<file path="src/logic/stream_in_pkg.sv">
/*
  Shared constants and carriers for the host stream IN move-data engine.
  Assumes a 40 MHz aclk, synchronous active-low reset, AXI4-Lite registers.
*/
package stream_in_pkg;
  // Register byte offsets
  localparam logic [7:0] CTRL_OFF = 8'h00;
  localparam logic [7:0] STREAM_OFF = 8'h04;
  localparam logic [7:0] STATUS_OFF = 8'h08;
  localparam logic [7:0] RETRY_OFF = 8'h0C;
  localparam logic [7:0] COUNT_OFF = 8'h10;
  // Control field positions
  localparam int CTRL_START = 0;
  localparam int CTRL_HIMD = 1;
  localparam int CTRL_FORCE_END = 2;
  localparam int CTRL_RESUME = 3;
  localparam int CTRL_BUF_OK = 4;
  localparam int CTRL_CLR_ERR = 5;
  // Reset values and the packet count carried in acks
  localparam logic [3:0] RETRY_LIMIT_RST = 4'h3;
  localparam logic [15:0] NO_STREAM = 16'h0000;
  localparam logic [4:0] NUMP_BURST = 5'h04;
  localparam logic [15:0] BUF_PKTS_RST = 16'h0000;

  // Packet types seen or sent on the link
  typedef enum logic [2:0] {
    PK_NONE, PK_DP, PK_ACK, PK_NRDY, PK_ERDY
  } pkt_kind_t;

  // Inbound packet summary from the link decoder
  typedef struct packed {
    pkt_kind_t kind;
    logic [15:0] sid;
    logic eob;
    logic deferred;
    logic bad;
  } rx_pkt_t;

  // Outbound acknowledgement request
  typedef struct packed {
    logic [15:0] sid;
    logic [4:0] nump;
    logic pp;
    logic rty;
  } tx_ack_t;

  // Move-data substates
  typedef enum logic [2:0] {
    MD_IDLE, MD_WAIT_DP, MD_HOST_ACK, MD_BURST_END, MD_DEV_TERM
  } md_state_t;
endpackage

</file>
<file path="src/logic/retry_counter.sv">
/*
  Per-pipe retry budget: loads a limit, counts down on each retry.
  Assumes load and use never coincide with reset.
*/
module retry_counter
  import stream_in_pkg::*;
(
  // Clock and reset
  input wire logic aclk,
  input wire logic aresetn,
  // Control
  input wire logic load,
  input wire logic [3:0] limit,
  input wire logic use_one,
  // Status
  output logic exhausted
);
  logic [3:0] left_r;

  // Countdown, reloaded on each good packet or new transfer
  always_ff @(posedge aclk) begin
    if (!aresetn) begin
      left_r <= RETRY_LIMIT_RST;
    end else if (load) begin
      left_r <= limit;
    end else if (use_one && left_r != 4'h0) begin
      left_r <= left_r - 4'h1;
    end
  end

  assign exhausted = (left_r == 4'h0);
endmodule

</file>
<file path="src/logic/axil_regs.sv">
/*
  AXI4-Lite slave for the move-data engine: write pulses and read mux.
  Assumes one write and one read outstanding at a time.
*/
module axil_regs
  import stream_in_pkg::*;
(
  // Clock and reset
  input wire logic aclk,
  input wire logic aresetn,
  // AXI4-Lite
  input wire logic [7:0] awaddr,
  input wire logic awvalid,
  output logic awready,
  input wire logic [31:0] wdata,
  input wire logic [3:0] wstrb,
  input wire logic wvalid,
  output logic wready,
  output logic [1:0] bresp,
  output logic bvalid,
  input wire logic bready,
  input wire logic [7:0] araddr,
  input wire logic arvalid,
  output logic arready,
  output logic [31:0] rdata,
  output logic [1:0] rresp,
  output logic rvalid,
  input wire logic rready,
  // Register side
  output logic wr_en,
  output logic [7:0] wr_addr,
  output logic [31:0] wr_data,
  output logic [7:0] rd_addr,
  input wire logic [31:0] rd_data,
  input wire logic rd_hit
);
  logic aw_have_r, w_have_r;
  logic [7:0] aw_addr_r;
  logic [31:0] w_data_r;

  // Accept address and data in either order
  always_ff @(posedge aclk) begin
    if (!aresetn) begin
      aw_have_r <= 1'b0;
      w_have_r <= 1'b0;
      aw_addr_r <= 8'h00;
      w_data_r <= 32'h0000_0000;
    end else if (wr_en) begin
      aw_have_r <= 1'b0;
      w_have_r <= 1'b0;
    end else begin
      if (awvalid && awready) begin
        aw_have_r <= 1'b1;
        aw_addr_r <= awaddr;
      end
      if (wvalid && wready) begin
        w_have_r <= 1'b1;
        w_data_r <= wdata;
      end
    end
  end

  assign awready = !aw_have_r && !bvalid;
  assign wready = !w_have_r && !bvalid;
  assign wr_en = aw_have_r && w_have_r;
  assign wr_addr = aw_addr_r;
  assign wr_data = w_data_r;

  // Write response, OKAY always
  always_ff @(posedge aclk) begin
    if (!aresetn) begin
      bvalid <= 1'b0;
    end else if (wr_en) begin
      bvalid <= 1'b1;
    end else if (bready) begin
      bvalid <= 1'b0;
    end
  end
  assign bresp = 2'h0;

  // Read channel, SLVERR on unmapped address
  assign arready = !rvalid;
  assign rd_addr = araddr;
  always_ff @(posedge aclk) begin
    if (!aresetn) begin
      rvalid <= 1'b0;
      rdata <= 32'h0000_0000;
      rresp <= 2'h0;
    end else if (arvalid && arready) begin
      rvalid <= 1'b1;
      rdata <= rd_hit ? rd_data : 32'h0000_0000;
      rresp <= rd_hit ? 2'h0 : 2'h2;
    end else if (rready) begin
      rvalid <= 1'b0;
    end
  end
endmodule

</file>
<file path="src/logic/stream_in_move.sv">
/*
  Host side of the bulk IN stream move-data phase: waits for data packets,
  copies them to the endpoint buffer and answers with paced acknowledgements.
  Assumes a link decoder that presents each inbound packet for one cycle at
  the moment it is first decoded, and a link encoder that takes an ack
  request on the cycle it is strobed.
*/
module stream_in_move
  import stream_in_pkg::*;
(
  // Clock and reset
  input wire logic aclk,
  input wire logic aresetn,
  // AXI4-Lite register port
  input wire logic [7:0] awaddr,
  input wire logic awvalid,
  output logic awready,
  input wire logic [31:0] wdata,
  input wire logic [3:0] wstrb,
  input wire logic wvalid,
  output logic wready,
  output logic [1:0] bresp,
  output logic bvalid,
  input wire logic bready,
  input wire logic [7:0] araddr,
  input wire logic arvalid,
  output logic arready,
  output logic [31:0] rdata,
  output logic [1:0] rresp,
  output logic rvalid,
  input wire logic rready,
  // Inbound packets from link decoder
  input wire logic rx_valid,
  input wire rx_pkt_t rx_pkt,
  // Outbound acknowledgement request
  output logic tx_valid,
  output tx_ack_t tx_ack,
  // Buffer write strobe for the received payload
  output logic buf_wr,
  output logic [15:0] buf_sid,
  // Pipe halt and status
  output logic halt,
  output logic in_move
);
  md_state_t state_r;
  logic [15:0] cstream_r, lcstream_r, start_sid_r, buf_pkts_r;
  logic [3:0] retry_limit_r;
  logic rty_r, force_end_r, resume_r, start_r, himd_r, buf_ok_r;
  logic halt_r, sid_err_r, retry_err_r;
  logic [15:0] pkt_count_r;
  logic wr_en, rd_hit, exhausted, retry_load, retry_use;
  logic [7:0] wr_addr, rd_addr;
  logic [31:0] wr_data, rd_data;
  logic rx_dp, rx_nrdy, rx_erdy, rx_def, sid_ok, buf_left, tx_go;
  tx_ack_t ack_nxt;
  md_state_t state_nxt;

  axil_regs u_regs (
    .aclk(aclk), .aresetn(aresetn),
    .awaddr(awaddr), .awvalid(awvalid), .awready(awready),
    .wdata(wdata), .wstrb(wstrb), .wvalid(wvalid), .wready(wready),
    .bresp(bresp), .bvalid(bvalid), .bready(bready),
    .araddr(araddr), .arvalid(arvalid), .arready(arready),
    .rdata(rdata), .rresp(rresp), .rvalid(rvalid), .rready(rready),
    .wr_en(wr_en), .wr_addr(wr_addr), .wr_data(wr_data),
    .rd_addr(rd_addr), .rd_data(rd_data), .rd_hit(rd_hit)
  );

  retry_counter u_retry (
    .aclk(aclk), .aresetn(aresetn),
    .load(retry_load), .limit(retry_limit_r),
    .use_one(retry_use), .exhausted(exhausted)
  );

  // Decoded packet classes
  assign rx_dp = rx_valid && rx_pkt.kind == PK_DP;
  assign rx_nrdy = rx_valid && rx_pkt.kind == PK_NRDY;
  assign rx_erdy = rx_valid && rx_pkt.kind == PK_ERDY;
  assign rx_def = rx_valid && rx_pkt.kind == PK_ACK && rx_pkt.deferred;
  assign sid_ok = rx_pkt.sid == cstream_r;
  assign buf_left = buf_pkts_r > 16'h0001;

  // Control strobes and held settings written by software
  always_ff @(posedge aclk) begin
    if (!aresetn) begin
      start_r <= 1'b0;
      himd_r <= 1'b0;
      force_end_r <= 1'b0;
      resume_r <= 1'b0;
      buf_ok_r <= 1'b0;
      start_sid_r <= NO_STREAM;
      retry_limit_r <= RETRY_LIMIT_RST;
    end else begin
      start_r <= 1'b0;
      resume_r <= 1'b0;
      if (wr_en && wr_addr == CTRL_OFF) begin
        start_r <= wr_data[CTRL_START];
        himd_r <= wr_data[CTRL_HIMD];
        force_end_r <= wr_data[CTRL_FORCE_END];
        resume_r <= wr_data[CTRL_RESUME];
        buf_ok_r <= wr_data[CTRL_BUF_OK];
      end
      if (wr_en && wr_addr == STREAM_OFF) begin
        start_sid_r <= wr_data[15:0];
      end
      if (wr_en && wr_addr == RETRY_OFF) begin
        retry_limit_r <= wr_data[3:0];
      end
    end
  end

  // Next state and acknowledgement, at most one answer per decoded packet
  always_comb begin
    state_nxt = state_r;
    ack_nxt = '{sid: cstream_r, nump: NUMP_BURST, pp: 1'b1, rty: rty_r};
    tx_go = 1'b0;
    retry_use = 1'b0;
    unique case (state_r)
      MD_IDLE: begin
        if (start_r && buf_ok_r && !halt_r) begin
          state_nxt = MD_WAIT_DP;
        end
      end
      MD_WAIT_DP: begin
        if (rx_dp && sid_ok) begin
          state_nxt = rx_pkt.eob ? MD_DEV_TERM : MD_HOST_ACK;
        end else if (rx_nrdy && sid_ok) begin
          state_nxt = MD_IDLE;
        end else if (rx_def) begin
          state_nxt = MD_IDLE;
        end
        // An ERDY here is a crossing race and is ignored
      end
      MD_HOST_ACK: begin
        tx_go = 1'b1;
        ack_nxt.rty = rty_r;
        retry_use = rty_r;
        if (!rty_r && !buf_left) begin
          ack_nxt.nump = 5'h00;
          ack_nxt.pp = 1'b0;
          state_nxt = MD_IDLE;
        end else if (force_end_r) begin
          ack_nxt.nump = 5'h00;
          state_nxt = MD_BURST_END;
        end else begin
          state_nxt = MD_WAIT_DP;
        end
      end
      MD_BURST_END: begin
        if (resume_r) begin
          tx_go = 1'b1;
          state_nxt = MD_WAIT_DP;
        end
      end
      MD_DEV_TERM: begin
        tx_go = 1'b1;
        retry_use = rty_r;
        if (!rty_r) begin
          ack_nxt.nump = 5'h00;
          ack_nxt.rty = 1'b0;
          state_nxt = MD_IDLE;
        end else if (force_end_r) begin
          ack_nxt.nump = 5'h00;
          state_nxt = MD_BURST_END;
        end else begin
          state_nxt = MD_WAIT_DP;
        end
      end
      default: state_nxt = MD_IDLE;
    endcase
    if (state_r != MD_IDLE && (halt_r || (retry_use && exhausted))) begin
      state_nxt = MD_IDLE;
      tx_go = 1'b0;
    end
  end

  // Retry budget reloads on a new transfer or a good packet
  assign retry_load = (state_r == MD_IDLE) || (rx_dp && !rx_pkt.bad);

  // State register, change taken at decode or send cycle
  always_ff @(posedge aclk) begin
    if (!aresetn) begin
      state_r <= MD_IDLE;
    end else begin
      state_r <= state_nxt;
    end
  end

  // Stream bookkeeping and retry flag
  always_ff @(posedge aclk) begin
    if (!aresetn) begin
      cstream_r <= NO_STREAM;
      lcstream_r <= NO_STREAM;
      rty_r <= 1'b0;
    end else begin
      if (state_r == MD_IDLE && state_nxt == MD_WAIT_DP) begin
        cstream_r <= start_sid_r;
        rty_r <= 1'b0;
      end
      if (state_r == MD_WAIT_DP && rx_dp && sid_ok) begin
        lcstream_r <= cstream_r;
        rty_r <= rx_pkt.bad;
      end
    end
  end

  // Endpoint buffer space in packets, loaded by software
  always_ff @(posedge aclk) begin
    if (!aresetn) begin
      buf_pkts_r <= BUF_PKTS_RST;
    end else if (wr_en && wr_addr == COUNT_OFF) begin
      buf_pkts_r <= wr_data[15:0];
    end else if (buf_wr && buf_pkts_r != 16'h0000) begin
      buf_pkts_r <= buf_pkts_r - 16'h0001;
    end
  end

  // Halt on stream mismatch or exhausted retries; set beats clear
  always_ff @(posedge aclk) begin
    if (!aresetn) begin
      sid_err_r <= 1'b0;
      retry_err_r <= 1'b0;
      halt_r <= 1'b0;
    end else begin
      if (state_r == MD_WAIT_DP && rx_valid && !rx_erdy && !rx_def &&
          !sid_ok) begin
        sid_err_r <= 1'b1;
        halt_r <= 1'b1;
      end else if (state_r != MD_IDLE && retry_use && exhausted) begin
        retry_err_r <= 1'b1;
        halt_r <= 1'b1;
      end else if (wr_en && wr_addr == CTRL_OFF && wr_data[CTRL_CLR_ERR]) begin
        sid_err_r <= 1'b0;
        retry_err_r <= 1'b0;
        halt_r <= 1'b0;
      end
    end
  end

  // Outputs from flops: ack request and buffer write
  always_ff @(posedge aclk) begin
    if (!aresetn) begin
      tx_valid <= 1'b0;
      tx_ack <= '0;
      buf_wr <= 1'b0;
      buf_sid <= NO_STREAM;
      halt <= 1'b0;
      in_move <= 1'b0;
      pkt_count_r <= 16'h0000;
    end else begin
      tx_valid <= tx_go;
      if (tx_go) begin
        tx_ack <= ack_nxt;
      end
      buf_wr <= state_r == MD_WAIT_DP && rx_dp && sid_ok && !rx_pkt.bad;
      buf_sid <= cstream_r;
      halt <= halt_r;
      in_move <= state_nxt != MD_IDLE;
      if (buf_wr) begin
        pkt_count_r <= pkt_count_r + 16'h0001;
      end
    end
  end

  // Register read mux
  always_comb begin
    rd_hit = 1'b1;
    rd_data = 32'h0000_0000;
    unique case (rd_addr)
      CTRL_OFF: rd_data = {27'h0, buf_ok_r, force_end_r, 1'b0, himd_r, 1'b0};
      STREAM_OFF: rd_data = {lcstream_r, cstream_r};
      STATUS_OFF: rd_data = {16'h0, pkt_count_r[7:0], 1'b0,
                             retry_err_r, sid_err_r, halt_r, rty_r,
                             state_r};
      RETRY_OFF: rd_data = {28'h0, retry_limit_r};
      COUNT_OFF: rd_data = {16'h0, buf_pkts_r};
      default: rd_hit = 1'b0;
    endcase
  end

  // Exits never carry the retry flag
  a_exit_no_retry: assert property (
    @(posedge aclk) disable iff (!aresetn)
    tx_valid && tx_ack.nump == 5'h00 && !tx_ack.pp |-> !tx_ack.rty)
    else $error("exit ack carries retry");
  // Entry lands in wait-for-data
  a_entry_wait: assert property (
    @(posedge aclk) disable iff (!aresetn)
    state_r == MD_IDLE && start_r && buf_ok_r && !halt_r
    |=> state_r == MD_WAIT_DP)
    else $error("entry not to wait");
  // No entry without buffers
  a_no_buf_stay: assert property (
    @(posedge aclk) disable iff (!aresetn)
    state_r == MD_IDLE && !buf_ok_r |=> state_r == MD_IDLE)
    else $error("entered without buffers");
  // Erdy race keeps waiting
  a_erdy_race: assert property (
    @(posedge aclk) disable iff (!aresetn)
    state_r == MD_WAIT_DP && rx_erdy && !halt_r |=> state_r == MD_WAIT_DP)
    else $error("erdy left wait");
  // Not-ready exits
  a_nrdy_exit: assert property (
    @(posedge aclk) disable iff (!aresetn)
    state_r == MD_WAIT_DP && rx_nrdy && sid_ok |=> state_r == MD_IDLE)
    else $error("nrdy did not exit");
  // Deferred exits
  a_defer_exit: assert property (
    @(posedge aclk) disable iff (!aresetn)
    state_r == MD_WAIT_DP && rx_def |=> state_r == MD_IDLE)
    else $error("deferred did not exit");
  // Good end-of-burst data yields a final ack two cycles later
  a_term_ack: assert property (
    @(posedge aclk) disable iff (!aresetn)
    state_r == MD_WAIT_DP && rx_dp && sid_ok && rx_pkt.eob && !rx_pkt.bad
    && !halt_r |=> ##1 tx_valid && tx_ack.nump == 5'h00 && !tx_ack.rty)
    else $error("no final ack");
  // Data records last stream
  a_lcstream: assert property (
    @(posedge aclk) disable iff (!aresetn)
    state_r == MD_WAIT_DP && rx_dp && sid_ok
    |=> lcstream_r == $past(cstream_r))
    else $error("last stream not updated");
  // Burst-end resume ack
  a_resume_ack: assert property (
    @(posedge aclk) disable iff (!aresetn)
    state_r == MD_BURST_END && resume_r && !halt_r
    |=> tx_valid && tx_ack.nump != 5'h00 && tx_ack.pp)
    else $error("resume ack wrong");
endmodule

</file>
<file path="config.mk">
export PLATFORM = sky130hd
export DESIGN_NAME = stream_in_move
export DESIGN_NICKNAME = d
export VERILOG_FILES = /design/src/logic/stream_in_pkg.sv /design/src/logic/retry_counter.sv /design/src/logic/axil_regs.sv /design/src/logic/stream_in_move.sv
export SDC_FILE = /design/constraint.sdc
export NUM_CORES = 1
export LEC_CHECK = 0
export ABC_AREA = 1
export CAP_MARGIN = 10
export CORE_AREA = 10 10 104 153
export DETAILED_ROUTE_END_ITERATION = 10
export DIE_AREA = 0 0 114 163
export DONT_BUFFER_PORTS = 1
export PLACE_DENSITY = 0.84
export SETUP_SLACK_MARGIN = 0.02
export SKIP_LAST_GASP = 1
export SLEW_MARGIN = 20
export SYNTH_ARGS = -nofsm -noshare
export SYNTH_HDL_FRONTEND = slang
export SYNTH_SLANG_ARGS = --single-unit
</file>
<file path="constraint.sdc">
create_clock -name aclk -period 2 [get_ports aclk]
set_input_delay 0.4 -clock aclk [delete_from_list [all_inputs] [get_ports aclk]]
set_output_delay 0.4 -clock aclk [all_outputs]
set_load 0.02 [all_outputs]
</file>
Word level (Yosys, flattened, before mapping):

Cells that the tools add are included.

* add/sub/neg operators: 3
* magnitude comparators: 1
* eq/ne operators: 18
* muxes and demuxes: 42
* bitwise gates (word level): 3
* reduce and logical (&&, ||, !) cells: 73

Operators by type and width (number)
* $pmux 32 s5: 1
* $logic_and 1x1->1: 36
* $mux 16: 2
* $mux 32: 1
* $mux 3: 10
* $eq 8x4->1 const B: 3
* $mux 1: 19
* $add 16x1->16 const B: 1
* $eq 16x16->1: 1
* $eq 8x3->1 const B: 2
* $eq 8x5->1 const B: 2
* $gt 16x1->1 const B: 1
* $logic_not 8->1: 2
* $reduce_bool 16->1: 1
* $sub 16x1->16 const B: 1
* $pmux 3 s5: 1
* $reduce_bool 2->1: 7
* $eq 3x2->1 const B: 4
* $logic_not 1->1: 11
* $pmux 5 s2: 1
* $reduce_and 2->1: 5
* $eq 3x1->1 const B: 3
* $reduce_bool 3->1: 3
* $mux 4: 2
* other kinds (13): 20

* flip-flop bits (word level): 205
* input bits: 82
* word-level logic and storage cells: 174

Longest topological paths before layout:

Gate-level depths: netlist (run 1).

* depth in word-level cells: 12
* gate-level depth with buffers: 14

Modules after synthesis:

From an unflattened synthesis (run 1), not the netlist that was laid out.

* cell total of the unflattened synthesis: 1399
* area total of the unflattened synthesis: 9660.5 µm²

By module, submodules not included
* stream_in_move: instances 1, cells an instance 821, area an instance 5881.9 µm²
* axil_regs: instances 1, cells an instance 538, area an instance 3512.1 µm²
* retry_counter: instances 1, cells an instance 40, area an instance 266.5 µm²

Worst setup path before layout (run 1):

OpenSTA, ideal clock, no wires.

* path type: reg2reg
* start point: reg buf_pkts_r[0]
* end point: reg in_move
* data arrival time: 1.509 ns
* required time: 1.940 ns
* path slack: 0.431 ns
* stages on the path, launching flop included: 13
* buffers on the path: 0
* period minus slack after synthesis: 1.569 ns
* path through: dfxtp_1 -> inv_1 -> ha_1 -> or2_2 -> nand3_1 -> nand2_1 -> nand2_1 -> a21oi_1 -> nand2_1 -> nand2_1 -> nand2_1 -> nand2_1 -> nand2_1

* longest elaborated chain between the ends: 7

RTL lines
* start, declared: RTL line stream_in_move.sv:46 `logic [15:0] cstream_r, lcstream_r, start_sid_r, buf_pkts_r;`
* start signal, assigned: RTL line stream_in_move.sv:212 `buf_pkts_r <= wr_data[15:0];`
* start signal, assigned: RTL line stream_in_move.sv:214 `buf_pkts_r <= buf_pkts_r - 16'h0001;`
* $gt 16x1->1: RTL line stream_in_move.sv:81 `assign buf_left = buf_pkts_r > 16'h0001;`
* $logic_not 1->1: RTL line stream_in_move.sv:138 `if (!rty_r && !buf_left) begin`
* $logic_and 1x1->1: RTL line stream_in_move.sv:138
* $mux 2: RTL line stream_in_move.sv:138
* $pmux 3 s5: RTL line stream_in_move.sv:118 `unique case (state_r)`
* $mux 3: RTL line stream_in_move.sv:171 `if (state_r != MD_IDLE && (halt_r || (retry_use && exhausted))) begin`
* $reduce_bool 3->1: RTL line stream_in_move.sv:258 `in_move <= state_nxt != MD_IDLE;`
* end signal, assigned: RTL line stream_in_move.sv:248 `in_move <= 1'b0;`
* end signal, assigned: RTL line stream_in_move.sv:258
* end, declared: RTL line stream_in_move.sv:43 `output logic in_move`

No other way between the ends.
A chain may end at the register's enable or synchronous reset.

Final worst setup path (run 1):

* start point: reg buf_pkts_r[1]
* end point: reg in_move

The elaborated chain is that of the path after synthesis.

==> flow_metrics.env, run 1 <==
export IMPL_status="completed"
export IMPL_tritoncts="built"
export IMPL_max_stage_delay_ps=330
export IMPL_drcViolationCount=0
export IMPL_vias=7075
export IMPL_crit_path_end_kind="register"
export IMPL_drive_above_1_share_pct=11.69
export IMPL_synth_top_area_share_pct=47.36
export IMPL_crit_required_ps=2330
export IMPL_overflow=0
export IMPL_nNetsFinal=1127
export IMPL_numCtsBuffers=17
export IMPL_crit_path_top_delay_cell="dfxtp_1"
export IMPL_ir_drop_v=0.0007645
export IMPL_htreeDepth=4
export IMPL_synth_top_area_cell="dfxtp_1"
export IMPL_dp_slack_ps=182.3
export IMPL_core_um2=13270
export IMPL_final_fill_count=1086
export IMPL_syn_cell_area_um2=8115
export IMPL_area_delta_synth_final_pct=9.713
export IMPL_cp_max_fo=6
export IMPL_synth_avg_cell_area_um2=7.811
export IMPL_first_global_vias=6676
export IMPL_synth_most_common_cell="dfxtp_1"
export IMPL_yosys_cell_types_count=51
export IMPL_layout_setup_ws_ps=123.8
export IMPL_initial_core_util_pct=61.14
export IMPL_grt_use_total_pct=23.08
export IMPL_finClkSkew_ps=12.84
export IMPL_clockRootBuffer="clkbuf_16"
export IMPL_cts_sinks=192
export IMPL_dr_first_iter_drc_count=770
export IMPL_finalSetupViolCount=0
export IMPL_max_freq_ghz=0.5330
export IMPL_critPathKind="reg2reg"
export IMPL_synth_commonest_cells="192 x dfxtp_1, 150 x nand2_1, 120 x a21oi_1, 119 x inv_1, 106 x nor2_1"
export IMPL_ios=166
export IMPL_p_leak_nw=3.720
export IMPL_seq_area_frac_synth_pct=47.36
export IMPL_ant_nets=0
export IMPL_clockBufferDepth=2
export IMPL_synth_edf_count=0
export IMPL_postCtsSetupBuffers=0
export IMPL_synth_area_top_cells="dfxtp_1 47%, a21oi_1 7.4%, nand2_1 6.9%"
export IMPL_start_kind="register"
export IMPL_ys_ff_latch=192
export IMPL_rsz0062_at_grt="true"
export IMPL_cp_arrival_ps=2200
export IMPL_maxSlewViolCount=0
export IMPL_fin_crit_sh_pct=93.81
export IMPL_yosys_most_used_dff="dfxtp_1"
export IMPL_dieArea_um2=18580
export IMPL_dpl_cell_count=1183
export IMPL_crit_chain="inv_1 > ha_2 > or2_2 > nand3_1 > nand2_1 > nand2_1 > nor3_1 > nand2_1 > nand2_1 > nand2_1 > nand2_1 > nand2_1"
export IMPL_port_buffers=0
export IMPL_hp_class="in2reg"
export IMPL_die_x_um=114
export IMPL_die_y_um=163
export IMPL_final_instance_count_excl_fill=1214
export IMPL_cap_violations=0
export IMPL_cts_reportedPaths_clkPinSlew_ps=70
export IMPL_dr_pass1_iters=5
export IMPL_post_route_min_period_ps=1876
export IMPL_cpMostUsedCell="nand2_1"
export IMPL_fin_tns_setup_ps=0
export IMPL_clk_insertion_delay_late_ps=440
export IMPL_syn_inst=1039
export IMPL_wl_per_cell_um=18.26
export IMPL_grt_max_degree=109
export IMPL_wl_mm=22.16
export IMPL_via_per_inst=5.828
export IMPL_async_reset_ff_share_pct=0
export IMPL_antenna_found_initial=0
export IMPL_yosysWarnings=0
export IMPL_grt_first_pass_wirelength_mm=34.33
export IMPL_hpwlAfterDp_mm=16.31
export IMPL_cts_hold_buf=0
export IMPL_rows=52
export IMPL_hold_viol=0
export IMPL_place_congestion=0.9496
export IMPL_antennaDiodeCount=0
export IMPL_power_density_nw_per_um2=866.7
## flip-flops by register name, indices dropped and copies added, names as in the netlist, 3 cells and up
| register | flops |
|---|---|
| u_regs.wr_data | 16 |
| u_retry.left_r | 4 |
| u_regs.rdata | 32 |
| state_r | 3 |
| u_regs.wr_addr | 8 |
| buf_sid | 16 |
| retry_limit_r | 4 |
| buf_pkts_r | 16 |
| lcstream_r | 16 |
| cstream_r | 16 |
| tx_ack | 19 |
| start_sid_r | 16 |
| pkt_count_r | 8 |
## cells by family after synthesis
family                     share of synthesized area (%)
and+or+nand+nor                                    19.58
other                                            0.04621
DFF                                                47.36
AOI/OAI and AO/OA                                  20.35
adders and majority gates                         0.7709
buffers and inverters                              9.729
xor gates and xnor gates                           2.159
## power by group
| group | internal (mW) | switching (mW) |
|---|---|---|
| registers | 3.88 | 0.0436 |
| logic | 0.101 | 0.242 |
| clock network | 1.90 | 1.54 |
## timing repair
item,CTS,global route
gates resized for setup,0,2
setup endpoints to repair,0,18
endpoints found under the hold margin,0,0
## per-layer routing
metal	GRT usage [%]	vias to the layer above	part of all wire, %
li1	-	3418	-
met1	24.33	3271	36
met2	39.80	309	51
met3	6.305	77	7.5
met4	13.89	0	5.4
met5	0	-	0
## path summary, 6_finish.rpt
path / from / endpoint / slack (ps) / cells after the start
min: rx_pkt[0] / buf_wr$_SDFF_PN0_ / 50 / 1
max reg2reg: buf_pkts_r[1]$_SDFFE_PN0P_ / in_move$_SDFF_PN0_ / 120 / 12
max: buf_pkts_r[1]$_SDFFE_PN0P_ / in_move$_SDFF_PN0_ / 120 / 12
min reg2reg: u_regs.wr_addr[1]$_SDFFE_PN0P_ / u_regs.wr_addr[1]$_SDFFE_PN0P_ / 460 / 2
## layout by cell type (no fill, tap or decap), drive strengths merged
cell,synthesis,final
buf,23,30
nor3b,1,1
o211ai,8,8
nor3,16,16
nand2,156,156
nand3b,1,1
bufinv,0,2
a31oi,5,5
xor2,9,9
clkbuf,31,18
and3b,1,1
o22ai,16,16
clkinvlp,0,1
dfxtp,192,192
conb,1,7
o2111ai,1,1
ha,5,5
nor2,112,112
or2,1,1
and2,1,1
clkinv,3,6
inv,131,138
xnor2,11,11
a211oi,16,16
a22oi,2,2
o21ai,91,91
o21a,4,4
nand3,47,47
o221ai,3,3
nand4,12,12
o31ai,1,1
a21oi,133,133
nor4,5,5
## worst max-delay path, delay by kind of cell, from the launching register on
kind / cells / cell delay, ps
fa+ha+maj: 1 / 280
buf+inv: 1 / 170
simple gates: 10 / 990
flops: 1 / 330
## layout make-up
| cell class | count | area [um^2] | share of cell area (%) |
|---|---|---|---|
| clock buffer | 18 | 439.2 | 4.933 |
| clock inverter | 13 | 152.6 | 1.714 |
| inverter | 134 | 508.0 | 5.705 |
| multi-input combinational | 665 | 3507 | 39.39 |
| sequential | 192 | 3844 | 43.17 |
| tap | 162 | 202.7 | 2.277 |
| timing repair buffer | 30 | 250.2 | 2.811 |
## per-stage QoR
| stage | power (mW) | utilization, % | hold slack, ps | cell area [um^2] |
|---|---|---|---|---|
| after floorplan | 4.292 | - | 429.2 | 8138 |
| after global placement | 4.346 | 62.58 | 437.6 | 8307 |
| after detailed placement | 4.357 | 62.58 | 451.5 | 8307 |
| after CTS | 7.723 | 67.04 | 39.95 | 8899 |
| after global routing | 7.933 | 67.08 | 28.55 | 8904 |
| final | 7.717 | 67.08 | 47.51 | 8904 |
Power figures use the tool's default switching activity.
==> run 2: changes to the inputs <==
Settings changed: CORE_AREA 10 10 104 153 to 3 3 97 146, DIE_AREA 0 0 114 163 to 0 0 100 149.
==> flow_metrics.env, run 2 (synthesized netlist as in run 1, its figures left out) <==
export IMPL_fin_tns_setup_ps=0
export IMPL_hold_start="rx_pkt[0]"
export IMPL_crit_path_top_delay_cell="dfxtp_1"
export IMPL_die_x_um=100
export IMPL_drive_above_1_share_pct=11.78
export IMPL_max_freq_ghz=0.5326
export IMPL_antenna_found_initial=0
export IMPL_nNetsFinal=1127
export IMPL_crit_required_ps=2380
export IMPL_reg_top3="u_regs.rdata x32, tx_ack x19"
export IMPL_layout_setup_ws_ps=122.6
export IMPL_dieArea_um2=14900
export IMPL_port_buffers=0
export IMPL_worstReg2RegStart="cstream_r[0]$_SDFFE_PN0P_"
export IMPL_ir_drop_v=0.0006776
export IMPL_finalPower_mw=7.864
export IMPL_rows=51
export IMPL_p_leak_nw=3.748
export IMPL_cp_arrival_ps=2260
export IMPL_grt_max_degree=109
export IMPL_hold_viol=0
export IMPL_dr_first_iter_drc_count=412
export IMPL_clk_insertion_delay_late_ps=450
export IMPL_cts_reportedPaths_clkPinSlew_ps=80
export IMPL_ios=166
export IMPL_final_fill_count=1024
export IMPL_clockRootBuffer="clkbuf_16"
export IMPL_ant_nets=0
export IMPL_fin_crit_sh_pct=93.87
export IMPL_grt_first_pass_wirelength_mm=32.89
export IMPL_status="completed"
export IMPL_htreeDepth=4
export IMPL_grt_use_total_pct=28.27
export IMPL_start_kind="register"
export IMPL_cts_hold_buf=0
export IMPL_final_common_cell="dfxtp_1"
export IMPL_via_per_inst=5.763
export IMPL_drcViolationCount=0
export IMPL_tritoncts="built"
export IMPL_first_global_vias=6633
export IMPL_place_congestion=0.9443
export IMPL_critPathTopFamily="simple AND/OR/NAND/NOR gates"
export IMPL_dr_pass1_iters=7
export IMPL_top_register="u_regs.rdata"
export IMPL_hpwlAfterDp_mm=14.98
export IMPL_wl_per_cell_um=17.43
export IMPL_finalSetupViolCount=0
export IMPL_post_route_min_period_ps=1877
export IMPL_dp_slack_ps=185.4
export IMPL_final_cell_mix="192 x dfxtp_1, 150 x nand2_1, 120 x a21oi_1"
export IMPL_maxSlewViolCount=0
export IMPL_final_instance_count_excl_fill=1212
export IMPL_power_density_nw_per_um2=876.7
export IMPL_finClkSkew_ps=13.26
export IMPL_largest_reg_flops=32
export IMPL_numCtsBuffers=17
export IMPL_wl_mm=21.12
export IMPL_hp_class="in2reg"
export IMPL_crit_buf_inv=1
export IMPL_clockBufferDepth=2
export IMPL_crit_start="cstream_r[0]$_SDFFE_PN0P_"
export IMPL_antennaDiodeCount=0
export IMPL_cap_violations=0
export IMPL_cts_sinks=192
export IMPL_initial_core_util_pct=62.65
export IMPL_core_um2=12950
export IMPL_vias=6985
export IMPL_crit_path_end_kind="register"
export IMPL_overflow=0
export IMPL_cpMostUsedCell="nand2_1"
export IMPL_area_delta_synth_final_pct=10.53
export IMPL_dpl_cell_count=1179
export IMPL_rsz0062_at_grt="false"
export IMPL_critPathKind="reg2reg"
export IMPL_crit_chain="xnor2_1 > nand2_1 > nor2_1 > nand2_1 > nor2_4 > nand2_4 > nor2_8 > buf_12 > o21ai_1 > a21oi_2"
export IMPL_max_stage_delay_ps=390
export IMPL_cp_max_fo=19
export IMPL_die_y_um=149
[run 2: cell count changes in the layout (fill, tap and decap cells not counted), moves of 2 or more]
cell,change
inv_6,-3
clkinv_8,+4
buf_12,+2
inv_8,+2
clkinv_2,-2
buf_4,-2
[run 2: through the flow]
step / util, % / area [um^2] / hold WS [ps]
floorplan: - / 8138 / 429.2
global placement: 64.23 / 8320 / 438.9
detailed placement: 64.23 / 8320 / 454.4
CTS: 69.17 / 8960 / 34.25
global route: 69.25 / 8970 / 40.57
finish: 69.25 / 8970 / 39.14
[run 2: cell type report]
type                       instances  area, um^2  area share [%]
inverter                         134       505.5           5.635
clock inverter                    15       214.0           2.385
timing repair buffer              30       275.3           3.069
tap                              159       198.9           2.218
multi-input combinational        665        3507           39.10
clock buffer                      17       425.4           4.743
sequential                       192        3844           42.85
[run 2: path summary, 6_finish.rpt]
kind / cells past startpoint / end / slack (ps)
max reg2reg: 10 / lcstream_r[14]$_SDFFE_PN0P_ / 120
max: 10 / lcstream_r[14]$_SDFFE_PN0P_ / 120
min reg2reg: 2 / u_regs.wr_addr[1]$_SDFFE_PN0P_ / 460
min: 1 / buf_wr$_SDFF_PN0_ / 40
[run 2: report_power, final]
group | switching, mW | internal, mW
sequential | 0.0417 | 3.88
clock | 1.67 | 1.93
combinational | 0.241 | 0.0984
[run 2: worst reg2reg max path, cell delays in order (launching register included)]
cell and delay [ps]:
dfxtp_1 390, xnor2_1 140, nand2_1 80, nor2_1 120, nand2_1 180, nor2_4 210
nand2_4 90, nor2_8 180, buf_12 190, o21ai_1 110, a21oi_2 130
[run 2: repair_timing]
action	4_1_cts	5_1_grt
setup buffers	0	1
hold endpoints to repair	0	0
gates resized for setup	0	1
endpoints found under the setup margin	0	5
[run 2: per-layer routing]
layer	GRT usage, %	share of wire [%]	routed length, um	vias up
met3	6.411	8.2	1727	79
li1	-	-	-	3408
met2	47.23	50	10460	329
met5	0	0	0	-
met4	18.68	6.4	1350	0
met1	31.95	36	7580	3169
